[config.mk]
export PLATFORM = sky130hd
export DESIGN_NAME = scrfe_front_end
export DESIGN_NICKNAME = d
export VERILOG_FILES = /design/src/logic/scrfe_pkg.sv /design/src/logic/scrfe_pin_sync.sv /design/src/logic/scrfe_front_end.sv
export SDC_FILE = /design/constraint.sdc
export NUM_CORES = 1
export LEC_CHECK = 0
export ABC_AREA = 1
export BUFFER_PORTS_ARGS = -buffer_cell sky130_fd_sc_hd__buf_2
export CAP_MARGIN = 20
export CELL_PAD_IN_SITES_DETAIL_PLACEMENT = 1
export CELL_PAD_IN_SITES_GLOBAL_PLACEMENT = 2
export CORE_MARGIN = 4
export CORE_UTILIZATION = 34
export CTS_CLUSTER_SIZE = 24
export DETAILED_ROUTE_END_ITERATION = 8
export GPL_TIMING_DRIVEN = 1
export PLACE_DENSITY_LB_ADDON = 0.08
export SLEW_MARGIN = 5
export SYNTH_ARGS = -nofsm -noshare
export SYNTH_HDL_FRONTEND = slang
export SYNTH_SLANG_ARGS = --single-unit
[constraint.sdc]
create_clock -name clock -period 2.7 [get_ports clock]
set_input_delay 0.405 -clock clock [delete_from_list [all_inputs] [get_ports clock]]
set_output_delay 0.405 -clock clock [all_outputs]
set_load 0.02 [all_outputs]
[src/logic/scrfe_pkg.sv]
// package for the serial command front end: constants, field layout, types
// assumes a 50 MHz system clock and a host-driven serial clock sampled as data
package scrfe_pkg;
	localparam logic [1:0] ADDR_COMMAND = 2'h0; // command on write, status on read
	localparam logic [1:0] ADDR_MODE    = 2'h1; // mode register
	localparam logic [1:0] ADDR_FILTER  = 2'h2; // filter register
	localparam logic [1:0] ADDR_DATA    = 2'h3; // data register
	localparam logic [7:0] CMD_RESET    = 8'h00; // command register after reset
	localparam logic [5:0] ONES_LIMIT   = 6'h20; // ones that force a full reset
	localparam logic [4:0] LEN_SHORT    = 5'h08; // bits of 8-bit registers
	localparam logic [4:0] LEN_DATA     = 5'h18; // bits of the data register
	localparam logic [5:0] EXIT_PATTERN = 6'h0e; // upper six bits of exit command
	localparam int         POS_WEN      = 7;     // write enable bit position
	localparam int         POS_ZERO     = 6;     // must-be-zero bit position
	localparam int         POS_RSHI     = 5;     // reg_select_hi position
	localparam int         POS_RSLO     = 4;     // reg_select_lo position
	localparam int         POS_RW       = 3;     // direction bit position
	localparam int         POS_STREAM   = 2;     // stream_read_bit position
	localparam int         POS_INHI     = 1;     // input_select_hi position
	localparam int         POS_INLO     = 0;     // input_select_lo position
	localparam logic [1:0] CH_DIFF      = 2'h0;  // differential_input_pair
	localparam logic [1:0] CH_SINGLE    = 2'h1;  // single_ended_input
	localparam logic [1:0] CH_SHORT     = 2'h2;  // internal short of negative input
	localparam logic [1:0] CH_SUPPLY    = 2'h3;  // supply monitor, fifth of supply

	// interface states, gray coded along idle -> command -> access
	typedef enum logic [1:0] {
		ST_IDLE   = 2'b00, // waiting for a zero in the write enable position
		ST_CMD    = 2'b01, // shifting the remaining seven command bits
		ST_ACCESS = 2'b11, // one register access in progress
		ST_STREAM = 2'b10  // continuous read of the data register
	} scrfe_state_type;

	// decoded command fields
	typedef struct packed {
		logic [1:0] regSel;    // target register address
		logic       readDir;   // 1 read, 0 write
		logic       streamRd;  // continuous read request
		logic [1:0] inputSel;  // analog input choice
	} scrfe_cmd_type;

	// synchronised serial pins with edge marks
	typedef struct packed {
		logic sclkRise; // rising serial clock edge seen
		logic sclkFall; // falling serial clock edge seen
		logic din;      // synchronised serial input
		logic csN;      // synchronised chip select, active low
	} scrfe_pins_type;
endpackage

[src/logic/scrfe_pin_sync.sv]
// two-flop synchroniser and edge finder for the serial pins
// assumes pins are asynchronous to clock; the serial clock is slow (160 ns)
`timescale 1ns/1ps
`default_nettype none
module scrfe_pin_sync (
	input  wire logic                clock,  // system clock
	input  wire logic                rst_n,  // asynchronous reset, active low
	input  wire logic                enable, // clock enable
	input  wire logic                sclk,   // serial clock pin
	input  wire logic                din,    // serial data pin
	input  wire logic                csN,    // chip select pin, active low
	output scrfe_pkg::scrfe_pins_type pins   // synchronised pins and edges
);
	typedef struct packed {
		logic [2:0] first;  // first stage, read only by second
		logic [2:0] second; // second stage {sclk, din, csN}
		logic       sclkOld; // previous synchronised serial clock
	} scrfe_sync_type;

	scrfe_sync_type state_reg;  // registered state
	scrfe_sync_type state_next; // next state

	// shift the pins through both stages
	always_comb begin
		state_next = state_reg;
		if (enable) begin
			state_next.first   = {sclk, din, csN};
			state_next.second  = state_reg.first;
			state_next.sclkOld = state_reg.second[2];
		end
	end

	always_ff @(posedge clock or negedge rst_n) begin
		if (!rst_n) begin
			state_reg <= '{first: 3'h7, second: 3'h7, sclkOld: 1'b1};
		end else begin
			state_reg <= state_next;
		end
	end

	// edge marks only from the second stage
	assign pins.sclkRise = state_reg.second[2] & ~state_reg.sclkOld;
	assign pins.sclkFall = ~state_reg.second[2] & state_reg.sclkOld;
	assign pins.din      = state_reg.second[1];
	assign pins.csN      = state_reg.second[0];
endmodule
`default_nettype wire

[src/logic/scrfe_front_end.sv]
// serial command front end: command decode, access sequencing, streaming, 32-ones reset
// assumes the host drives the serial clock idle high and sends commands on its rising edges
`timescale 1ns/1ps
`default_nettype none
module scrfe_front_end (
	input  wire logic        clock,          // 50 MHz system clock
	input  wire logic        rst_n,          // asynchronous reset, active low
	input  wire logic        enable,         // clock enable, freezes all state except the restart, write and reset pulses, which clear
	input  wire logic        sclk,           // serial clock pin from host
	input  wire logic        din,            // serial data pin from host
	input  wire logic        csN,            // chip select pin, active low
	input  wire logic        convDone,       // one-cycle pulse, new conversion result
	input  wire logic        resultStale,    // pulse, result about to be replaced
	input  wire logic [7:0]  statusValue,    // status register contents
	input  wire logic [7:0]  modeValue,      // mode register contents
	input  wire logic [7:0]  filterValue,    // filter register contents
	input  wire logic [23:0] dataValue,      // data register contents
	output logic             doutRdy,        // combined data out / ready pin level
	output logic             doutOe,         // pin enable, high while chip selected
	output logic [7:0]       commandReg,     // command register, to internal logic
	output logic [1:0]       inputSel,       // analog input selection
	output logic             supplyMonitor,  // fifth of supply with internal reference
	output logic             filterRestart,  // pulse: filter reset, new conversion
	output logic             streamActive,   // continuous read mode flag
	output logic             writeStrobe,    // pulse: register write done
	output logic [1:0]       writeAddr,      // address of the written register
	output logic [7:0]       writeData,      // byte written
	output logic             partReset       // pulse: full reset after 32 ones
);
	typedef struct packed {
		scrfe_pkg::scrfe_state_type fsm;      // interface state
		logic [7:0]  cmd;                     // command register
		logic [23:0] shiftOut;                // output shift register
		logic [7:0]  shiftIn;                 // input shift register
		logic [4:0]  bitCount;                // bits moved in this phase
		logic [5:0]  onesCount;               // consecutive high input bits
		logic        rdyN;                    // ready level, low = result waiting
		logic        dout;                    // pin data level
		logic        oe;                      // pin enable
		logic [1:0]  inSel;                   // current analog input
		logic        supply;                  // supply monitor select
		logic        restart;                 // filter restart pulse
		logic        wrStb;                   // write strobe
		logic [1:0]  wrAddr;                  // write address
		logic [7:0]  wrData;                  // write data
		logic        rstPulse;                // full reset pulse
		logic        outActive;               // shifting a read out
	} scrfe_fe_type;

	scrfe_pkg::scrfe_pins_type pins;          // synchronised pins
	scrfe_fe_type              state_reg;     // registered state
	scrfe_fe_type              state_next;    // next state
	scrfe_pkg::scrfe_cmd_type  newCmd;        // fields of the byte just completed
	logic [7:0]                fullByte;      // completed input byte
	logic [4:0]                readLen;       // length of the addressed register

	// pin synchroniser and serial edge finder
	scrfe_pin_sync syncPins (
		.clock  (clock),
		.rst_n  (rst_n),
		.enable (enable),
		.sclk   (sclk),
		.din    (din),
		.csN    (csN),
		.pins   (pins)
	);

	// the byte as it stands once the current bit is shifted in, msb first
	assign fullByte = {state_reg.shiftIn[6:0], pins.din};
	assign newCmd   = '{regSel:   fullByte[scrfe_pkg::POS_RSHI:scrfe_pkg::POS_RSLO],
	                    readDir:  fullByte[scrfe_pkg::POS_RW],
	                    streamRd: fullByte[scrfe_pkg::POS_STREAM],
	                    inputSel: fullByte[scrfe_pkg::POS_INHI:scrfe_pkg::POS_INLO]};
	// data register is 24 bits, the others 8
	assign readLen  = (state_reg.cmd[scrfe_pkg::POS_RSHI:scrfe_pkg::POS_RSLO]
	                   == scrfe_pkg::ADDR_DATA) ? scrfe_pkg::LEN_DATA : scrfe_pkg::LEN_SHORT;

	// next state of the whole front end
	always_comb begin
		state_next          = state_reg;
		state_next.restart  = 1'b0;
		state_next.wrStb    = 1'b0;
		state_next.rstPulse = 1'b0;
		if (enable) begin
			// ready goes low on a fresh result, high again before the next update
			if (convDone) begin
				state_next.rdyN = 1'b0;
			end else if (resultStale) begin
				state_next.rdyN = 1'b1;
			end
			state_next.oe = ~pins.csN;
			// outside a read the pin shows the ready level
			if (!state_reg.outActive) begin
				state_next.dout = state_next.rdyN;
			end
			// output bits change only on falling serial edges
			if (pins.sclkFall && !pins.csN && state_reg.outActive) begin
				state_next.dout     = state_reg.shiftOut[23];
				state_next.shiftOut = {state_reg.shiftOut[22:0], 1'b0};
			end
			if (pins.sclkRise && !pins.csN) begin
				// count consecutive ones on rising edges
				if (pins.din) begin
					state_next.onesCount = state_reg.onesCount + 6'h01;
				end else begin
					state_next.onesCount = 6'h00;
				end
				state_next.shiftIn = fullByte;
				case (state_reg.fsm)
					scrfe_pkg::ST_IDLE: begin
						// a leading one keeps the interface at the first position
						if (!pins.din) begin
							state_next.fsm      = scrfe_pkg::ST_CMD;
							state_next.bitCount = 5'h01;
						end
					end
					scrfe_pkg::ST_CMD: begin
						state_next.bitCount = state_reg.bitCount + 5'h01;
						if (state_reg.bitCount == scrfe_pkg::LEN_SHORT - 5'h01) begin
							// seven bits after the enable bit load the command
							state_next.cmd      = {1'b0, fullByte[6:0]};
							state_next.bitCount = 5'h00;
							if (newCmd.inputSel != state_reg.inSel) begin
								state_next.restart = 1'b1;
							end
							state_next.inSel  = newCmd.inputSel;
							state_next.supply = (newCmd.inputSel == scrfe_pkg::CH_SUPPLY);
							if (newCmd.readDir && newCmd.streamRd
							    && newCmd.regSel == scrfe_pkg::ADDR_DATA) begin
								state_next.fsm       = scrfe_pkg::ST_STREAM;
								state_next.shiftOut  = dataValue;
								state_next.outActive = 1'b1;
							end else if (newCmd.readDir) begin
								state_next.fsm       = scrfe_pkg::ST_ACCESS;
								state_next.outActive = 1'b1;
								case (newCmd.regSel)
									scrfe_pkg::ADDR_COMMAND: state_next.shiftOut = {statusValue, 16'h0000};
									scrfe_pkg::ADDR_MODE:    state_next.shiftOut = {modeValue, 16'h0000};
									scrfe_pkg::ADDR_FILTER:  state_next.shiftOut = {filterValue, 16'h0000};
									default:                 state_next.shiftOut = dataValue;
								endcase
							end else if (newCmd.regSel == scrfe_pkg::ADDR_COMMAND) begin
								state_next.fsm = scrfe_pkg::ST_IDLE;
							end else begin
								state_next.fsm = scrfe_pkg::ST_ACCESS;
							end
						end
					end
					scrfe_pkg::ST_ACCESS: begin
						state_next.bitCount = state_reg.bitCount + 5'h01;
						if (state_reg.cmd[scrfe_pkg::POS_RW]) begin
							// read: done after the register length
							if (state_reg.bitCount == readLen - 5'h01) begin
								state_next.fsm       = scrfe_pkg::ST_IDLE;
								state_next.bitCount  = 5'h00;
								state_next.outActive = 1'b0;
								state_next.rdyN      = 1'b1;
							end
						end else if (state_reg.bitCount == scrfe_pkg::LEN_SHORT - 5'h01) begin
							// write of an 8-bit register completes
							state_next.wrStb    = 1'b1;
							state_next.wrAddr   = state_reg.cmd[scrfe_pkg::POS_RSHI:scrfe_pkg::POS_RSLO];
							state_next.wrData   = fullByte;
							state_next.fsm      = scrfe_pkg::ST_IDLE;
							state_next.bitCount = 5'h00;
						end
					end
					scrfe_pkg::ST_STREAM: begin
						// keep watching the input for an exit command
						state_next.bitCount = state_reg.bitCount + 5'h01;
						if (state_reg.bitCount == scrfe_pkg::LEN_SHORT - 5'h01) begin
							state_next.bitCount = 5'h00;
							if (fullByte[7:2] == scrfe_pkg::EXIT_PATTERN && !state_reg.rdyN) begin
								state_next.fsm       = scrfe_pkg::ST_IDLE;
								state_next.outActive = 1'b0;
							end
						end
						// framing stays on 8-bit boundaries counted from the stream command;
						// holding the count on leading zeros would swallow the two leading
						// zeros of the exit command, so it would never be seen
					end
					default: begin
						state_next.fsm = scrfe_pkg::ST_IDLE;
					end
				endcase
			end
			// each new result reloads the stream
			if (state_reg.fsm == scrfe_pkg::ST_STREAM && convDone) begin
				state_next.shiftOut = dataValue;
			end
			// 32 consecutive ones: reset the whole interface
			if (state_next.onesCount == scrfe_pkg::ONES_LIMIT) begin
				state_next           = '0;
				state_next.fsm       = scrfe_pkg::ST_IDLE;
				state_next.cmd       = scrfe_pkg::CMD_RESET;
				state_next.rdyN      = 1'b1;
				state_next.dout      = 1'b1;
				state_next.oe        = state_reg.oe;
				state_next.rstPulse  = 1'b1;
				state_next.restart   = (state_reg.inSel != scrfe_pkg::CH_DIFF);
			end
		end
	end

	// register the state; command register clears at reset
	always_ff @(posedge clock or negedge rst_n) begin
		if (!rst_n) begin
			state_reg      <= '0;
			state_reg.fsm  <= scrfe_pkg::ST_IDLE;
			state_reg.cmd  <= scrfe_pkg::CMD_RESET;
			state_reg.rdyN <= 1'b1;
			state_reg.dout <= 1'b1;
		end else begin
			state_reg <= state_next;
		end
	end

	// outputs straight from state flip-flops, except streamActive, which is decoded from the state
	assign doutRdy       = state_reg.dout;
	assign doutOe        = state_reg.oe;
	assign commandReg    = state_reg.cmd;
	assign inputSel      = state_reg.inSel;
	assign supplyMonitor = state_reg.supply;
	assign filterRestart = state_reg.restart;
	assign streamActive  = (state_reg.fsm == scrfe_pkg::ST_STREAM);
	assign writeStrobe   = state_reg.wrStb;
	assign writeAddr     = state_reg.wrAddr;
	assign writeData     = state_reg.wrData;
	assign partReset     = state_reg.rstPulse;
endmodule
`default_nettype wire

* Word-level counts from Yosys, hierarchy flattened
Cells that the tools add are included.
** Cells by class
- $add $sub $neg :: 3
- Div/mod/pow operators :: 0
- Muxes and demuxes :: 51
- Shift-type cells :: 0
- Eq/ne operators :: 30
- Order comparisons :: 0
- Bitwise gates (word level) :: 6
- Multipliers :: 0
- Reductions and logical operators :: 27
** Operators by type and width (number)
- $mux 54 :: 2
- $mux 24 :: 4
- $mux 73 :: 1
- $pmux 24 s3 :: 1
- $mux 34 :: 1
- $mux 11 :: 3
- $mux 32 :: 1
- $mux 5 :: 5
- $mux 2 :: 9
- $ne 3x1->1 const B :: 6
- $mux 1 :: 16
- $mux 15 :: 1
- $pmux 5 s3 :: 1
- $mux 14 :: 1
- $eq 2x2->1 const B :: 6
- $ne 4x4->1 const B :: 3
- $ne 5x5->1 const B :: 2
- $reduce_bool 2->1 :: 5
- $ne 3x3->1 const B :: 3
- $reduce_and 9->1 :: 1
- $mux 4 :: 2
- $ne 4x2->1 const B :: 2
- $pmux 2 s4 :: 1
- $reduce_and 4->1 :: 2
- other kinds (23) :: 38
** Storage, ports and cells
- Bits in latches :: 0
- Output and inout port bits :: 27
- Input bits :: 56
- ROM bits :: 0
- Register bits :: 79
- Logic and storage cells :: 137
- Memory bits (writable) :: 0
- Memories kept :: 0

* Logic depth before layout (Yosys ltp)
- Word-level depth :: 14
- Mapped depth :: 14
- Mapped depth without buffers :: 14

* Cells and area by module
From an unflattened synthesis, not the netlist that was laid out.
** Unflattened totals
- Cell total of the unflattened synthesis :: 671
- Area total of the unflattened synthesis :: 4803.4 um^2
** By module, submodules not included
- scrfe_front_end :: sequential area each 1779.2 um^2, area an instance 4495.6 um^2, cells an instance 635, times used 1
- scrfe_pin_sync :: sequential area each 183.9 um^2, area an instance 307.8 um^2, cells an instance 36, times used 1

* Least setup slack after synthesis
Ideal clock, no wire load.
- Kind :: flip-flop to flip-flop
- Start :: reg state_reg[26] (netlist bit)
- End :: reg state_reg[45] (netlist bit)
- Cell stages (with the launch flop) :: 12
- Library setup time :: 0.133 ns
- Setup slack :: 0.829 ns
- Arrival time :: 1.739 ns
- Path buffers :: 1
- Period minus slack after synthesis :: 1.871 ns
- Path through :: dfrtp_1 > ha_1 > nand2_1 > nor3_2 > nand2_1 > nor2_4 > nand2_2 > nand2_1 > inv_1 > buf_2 > a22oi_1 > o22ai_1
** On the way
- Cells in the longest elaborated chain, start to end :: 7
** RTL lines
- from (decl) :: line scrfe_front_end.sv:51 : scrfe_fe_type state_reg;
- from (signal assigned) :: line scrfe_front_end.sv:214 : state_reg <= state_next;
- $eq 5x3->1 :: line scrfe_front_end.sv:119 : if (state_reg.bitCount == scrfe_pkg::LEN_SHORT - 5'h01) begin
- $mux 34 :: line scrfe_front_end.sv:119
- $mux 32 :: line scrfe_front_end.sv:109 : case (state_reg.fsm)
- $mux 54 :: line scrfe_front_end.sv:101 : if (pins.sclkRise && !pins.csN) begin
- $mux 54 :: line scrfe_front_end.sv:84 : if (enable) begin
- $mux 24 :: line scrfe_front_end.sv:188 : if (state_reg.fsm == scrfe_pkg::ST_STREAM && convDone) begin
- $mux 73 :: line scrfe_front_end.sv:192 : if (state_next.onesCount == scrfe_pkg::ONES_LIMIT) begin
Every way passes these cells. The select of a mux whose other input is x is not followed.
A chain may end at the register's enable or synchronous reset.

* Worst setup path after layout
- Start :: reg syncPins.state_reg[3] (netlist bit)
- End :: reg state_reg (netlist bit writeData[6])
** On the way
- Cells in the longest elaborated chain, start to end :: 7
- Elaborated cells between the ends (all ways) :: 11
- Those cells by class :: 2 x eq/ne; 3 x mux; 1 x bitwise; 5 x reduce/logical
** RTL lines
- from (decl) :: line scrfe_pin_sync.sv:20 : scrfe_sync_type state_reg;
- from (signal assigned) :: line scrfe_pin_sync.sv:35 : state_reg <= '{first: 3'h7, second: 3'h7, sclkOld: 1'b1};
- from (signal assigned) :: line scrfe_pin_sync.sv:37 : state_reg <= state_next;
- $and 1x1->1 * :: line scrfe_pin_sync.sv:42 : assign pins.sclkRise = state_reg.second[2] & ~state_reg.sclkOld;
- $logic_and 1x1->1 * :: line scrfe_front_end.sv:101
- $mux 54 :: line scrfe_front_end.sv:101
- $mux 54 :: line scrfe_front_end.sv:84
- $eq 6x6->1 :: line scrfe_front_end.sv:192
- $ne 2x1->1 (no line) / $reduce_bool 2->1 (equally long branches)
- $reduce_and 5->1 (no line)
Mark *: on every way between the ends. The rest lies on a longest branch, timed or not. The select of a mux whose other input is x is not followed.

==> metrics.md <==
| Metric | Value |
|---|---|
| Via density per instance | `5.137` |
| Final Net Count | `727` |
| CTS clock-pin slew for the worst setup and hold paths | `0.06 ns` |
| Worst EP required | `2.93 ns` |
| Initial Util | `34.61%` |
| Post-synthesis instance total | `602` |
| DRT antenna net count | `0` |
| Syn Std Cell Area | `4566 um2` |
| Register area | `1963 um2` |
| Initial DRT Pass Iterations | `4` |
| Number of hold violations in the final report | `0` |
| Mean routed wirelength per cell | `16.93 um` |
| Clk_lat worst skew | `0.34 ns` |
| Vias post-DR | `4341` |
| Yosys reg bits | `78` |
| CTS tree | `yes` |
| Yosys warnings | `0` |
| P per Cell Area | `730.8 nW/um2` |
| First-pass GRT wire length | `22890 um` |
| Chip Height | `123.9 um` |
| Crit end category | `flop` |
| Critical path's slowest cell | `dfstp_2` |
| Vias in the first global route | `4394` |
| RSZ-0062 raised after global routing | `false` |
| Lkg Pwr | `0.002567 uW` |
| CP delay by family, top | `simple AND/OR/NAND/NOR gates` |
| Global-route met2 utilization | `31.29%` |
| Fillers | `1682` |
| Final Non-Filler Cells | `845` |
| Initial antenna violation count | `0` |
| Avg Cell Area, Syn | `7.584 um2` |
| HP Class | `input pin to asynchronous set/reset pin` |
| Max_cap viols | `0` |
| Placed cell area | `5044 um2` |
| Crit Path Max Fanout | `12` |
| Synthesized netlist net count | `665` |
| DRT Wirelength | `14310 um` |
| DP Cell Count | `829` |
| Tcrit/Tclk final | `88.84%` |
| CP Launch Type | `flop` |
| Port bufs | `81` |
| Total track usage | `19.31%` |
| Final Critical Period | `2.399 ns` |
| Max Slew Vio Count | `0` |
| Ys async rst share | `100.0%` |
| Final setup viols | `0` |
| Antenna Cells | `0` |
| Setup Buffers After CTS | `0` |
| Peak supply drop | `0.2515 mV` |
| H-tree depth | `3` |
| 1st-iter DRT viols | `244` |
| # rows | `42` |
| Footprint of the multi-input gates | `2112 um2` |
| Arr. time, crit path | `2.63 ns` |
| Met1 Use GR | `26.64%` |
| Status | `completed` |
| Proportion of layout cells with a drive suffix above 1 | `20.33%` |
| Worst relative slew slack | `52.42%` |
| GR Overflow Total | `0` |
| Routability cong. | `0.8471` |
| Final design area excluding fillers | `5346 um2` |
| Setup TNS | `0 ns` |
| Area Overhead vs Synth | `17.10%` |
| Largest net degree at the start of global routing | `42` |
| Number of CTS-inserted buffers | `9` |
| Worst-margin pin slew | `0.7110 ns` |
| Post-DP HPWL | `10540 um` |
| Crit-path most repeated cell | `nand2_1` |
| Core Area | `13190 um2` |
| Distinct cells, synth | `42` |
| Worst clock skew | `0.007916 ns` |
| Post_cts resized | `0` |
| Most frequent cells in the layout | `nand2_1 (158), buf_2 (80), dfrtp_1 (69), inv_1 (60), o21ai_0 (59)` |
| Seq/Total Area, Yosys | `43.00%` |
| Die width | `123.9 um` |
| Worst Path Buf+Inv | `2` |
| Clock Sink Count | `78` |
| Most common cell after layout, fill and taps aside | `nand2_1` |
| Most used routing layer in global routing | `met2` |
| Drt drc | `0` |
| Bufs on Longest Clock Path | `2` |
| Main flop type after synthesis | `dfrtp_1` |
| CP cell instances | `nand2_2, nor2_4, nand2_1, nand2_1, nor2_1, nor2_1, nand3_2, inv_2, nand2_2, nand2_4, inv_2, nand2_1, o21ai_1` |
| Number of flip-flops in the largest register | `39` |
| GR Util met3 | `3.315%` |
| Number of synthesized flops with an enable pin | `0` |
| I/O pins | `83` |
| Crit Path Category | `flop to flop` |
| Root Driver | `clkbuf_16` |
| Crit path largest cell delay | `0.60 ns` |
| CTS Hold Bufs | `0` |
| Total Die Area | `15350 um2` |
| Achievable Freq | `416.9 MHz` |
## cell type report
cell class	instances	area share, %
inverter	64	4.493
tap	176	4.119
clock inverter	3	0.7957
sequential	78	36.72
timing repair buffer	91	9.502
clock buffer	13	4.868
multi-input combinational	420	39.50
## per-stage QoR
stage | utilization, % | power [uW] | setup WS [ns] | hold WS (ns)
global placement | 38.24 | 2656 | 0.3671 | 0.4249
detailed placement | 38.24 | 2681 | 0.3194 | 0.4365
finish | 40.53 | 3907 | 0.3014 | 0.04414
floorplan | - | 2297 | 0.8288 | 0.1094
CTS | 40.53 | 3959 | 0.3096 | 0.06629
global route | 40.53 | 4203 | 0.1084 | 0.08196
## final timing paths
kind	from	endpoint	slack, ns	cells after the start
worst max-delay path	syncPins.state_reg[3]	writeData[6]	0.30	13
worst min-delay path	rst_n	writeAddr[0]	0.04	1
max in group asynchronous	rst_n	syncPins.state_reg[6]	1.97	2
worst max register to register	syncPins.state_reg[3]	writeData[6]	0.30	13
min in group clock	din	syncPins.state_reg[5]	0.25	3
worst min register to register	syncPins.state_reg[5]	syncPins.state_reg[5]	0.46	2
## per-layer routing
metal | routed length, um | up-vias
met2 | 6647 | 62
met4 | 159 | 0
met5 | 0 | -
li1 | - | 2118
met1 | 6953 | 2149
met3 | 550 | 12
## Yosys cell counts (2+ instances only)
cell      count  share of area, %
buf_4        21               3.5
nor2_1       42               3.5
inv_1        60               4.9
nand2_2       5              0.69
buf_6         2              0.49
a21oi_1      15               1.6
buf_2         5              0.55
nand4_1       4              0.55
o22ai_1      31               4.2
a22oi_1      16               2.6
dfrtp_1      69                38
nand3_2       2              0.44
nor3_2        2              0.44
xor2_1        3              0.58
nand2_1     158                13
dfstp_2       9               5.2
clkbuf_1     11              0.90
o21ai_1      10               1.1
inv_2         3              0.25
o211ai_1      5              0.82
a21oi_2       3              0.58
ha_1          7               1.9
nor3_1        4              0.44
nand3_1      38               4.2
o21ai_0      59               6.5
nor2_4        2              0.49
## report_power, final
group          total (uW)  internal [uW]  switching [uW]
sequential           1570           1390             181
combinational        1080            396             688
clock                1250            766             489
total                3910           2550            1360
## kinds of logic after synthesis
family | Yosys count | synth area share [%]
other | 1 | 0.08214
AO/OA/AOI/OAI | 147 | 18.99
AND/OR/NAND/NOR | 262 | 24.69
XOR/XNOR | 3 | 0.5756
flip-flops | 78 | 43.00
buffers and inverters | 104 | 10.74
adder cells (fa/ha/maj) | 7 | 1.918
## worst register-to-register path: stages (launching register included)
cell	delay (ns)
dfstp_2	0.60
nand2_2	0.08
nor2_4	0.22
nand2_1	0.11
nand2_1	0.08
nor2_1	0.05
nor2_1	0.12
nand3_2	0.26
inv_2	0.19
nand2_2	0.15
nand2_4	0.17
inv_2	0.11
nand2_1	0.07
o21ai_1	0.06
No activity file was read; power rests on OpenSTA's default activity.
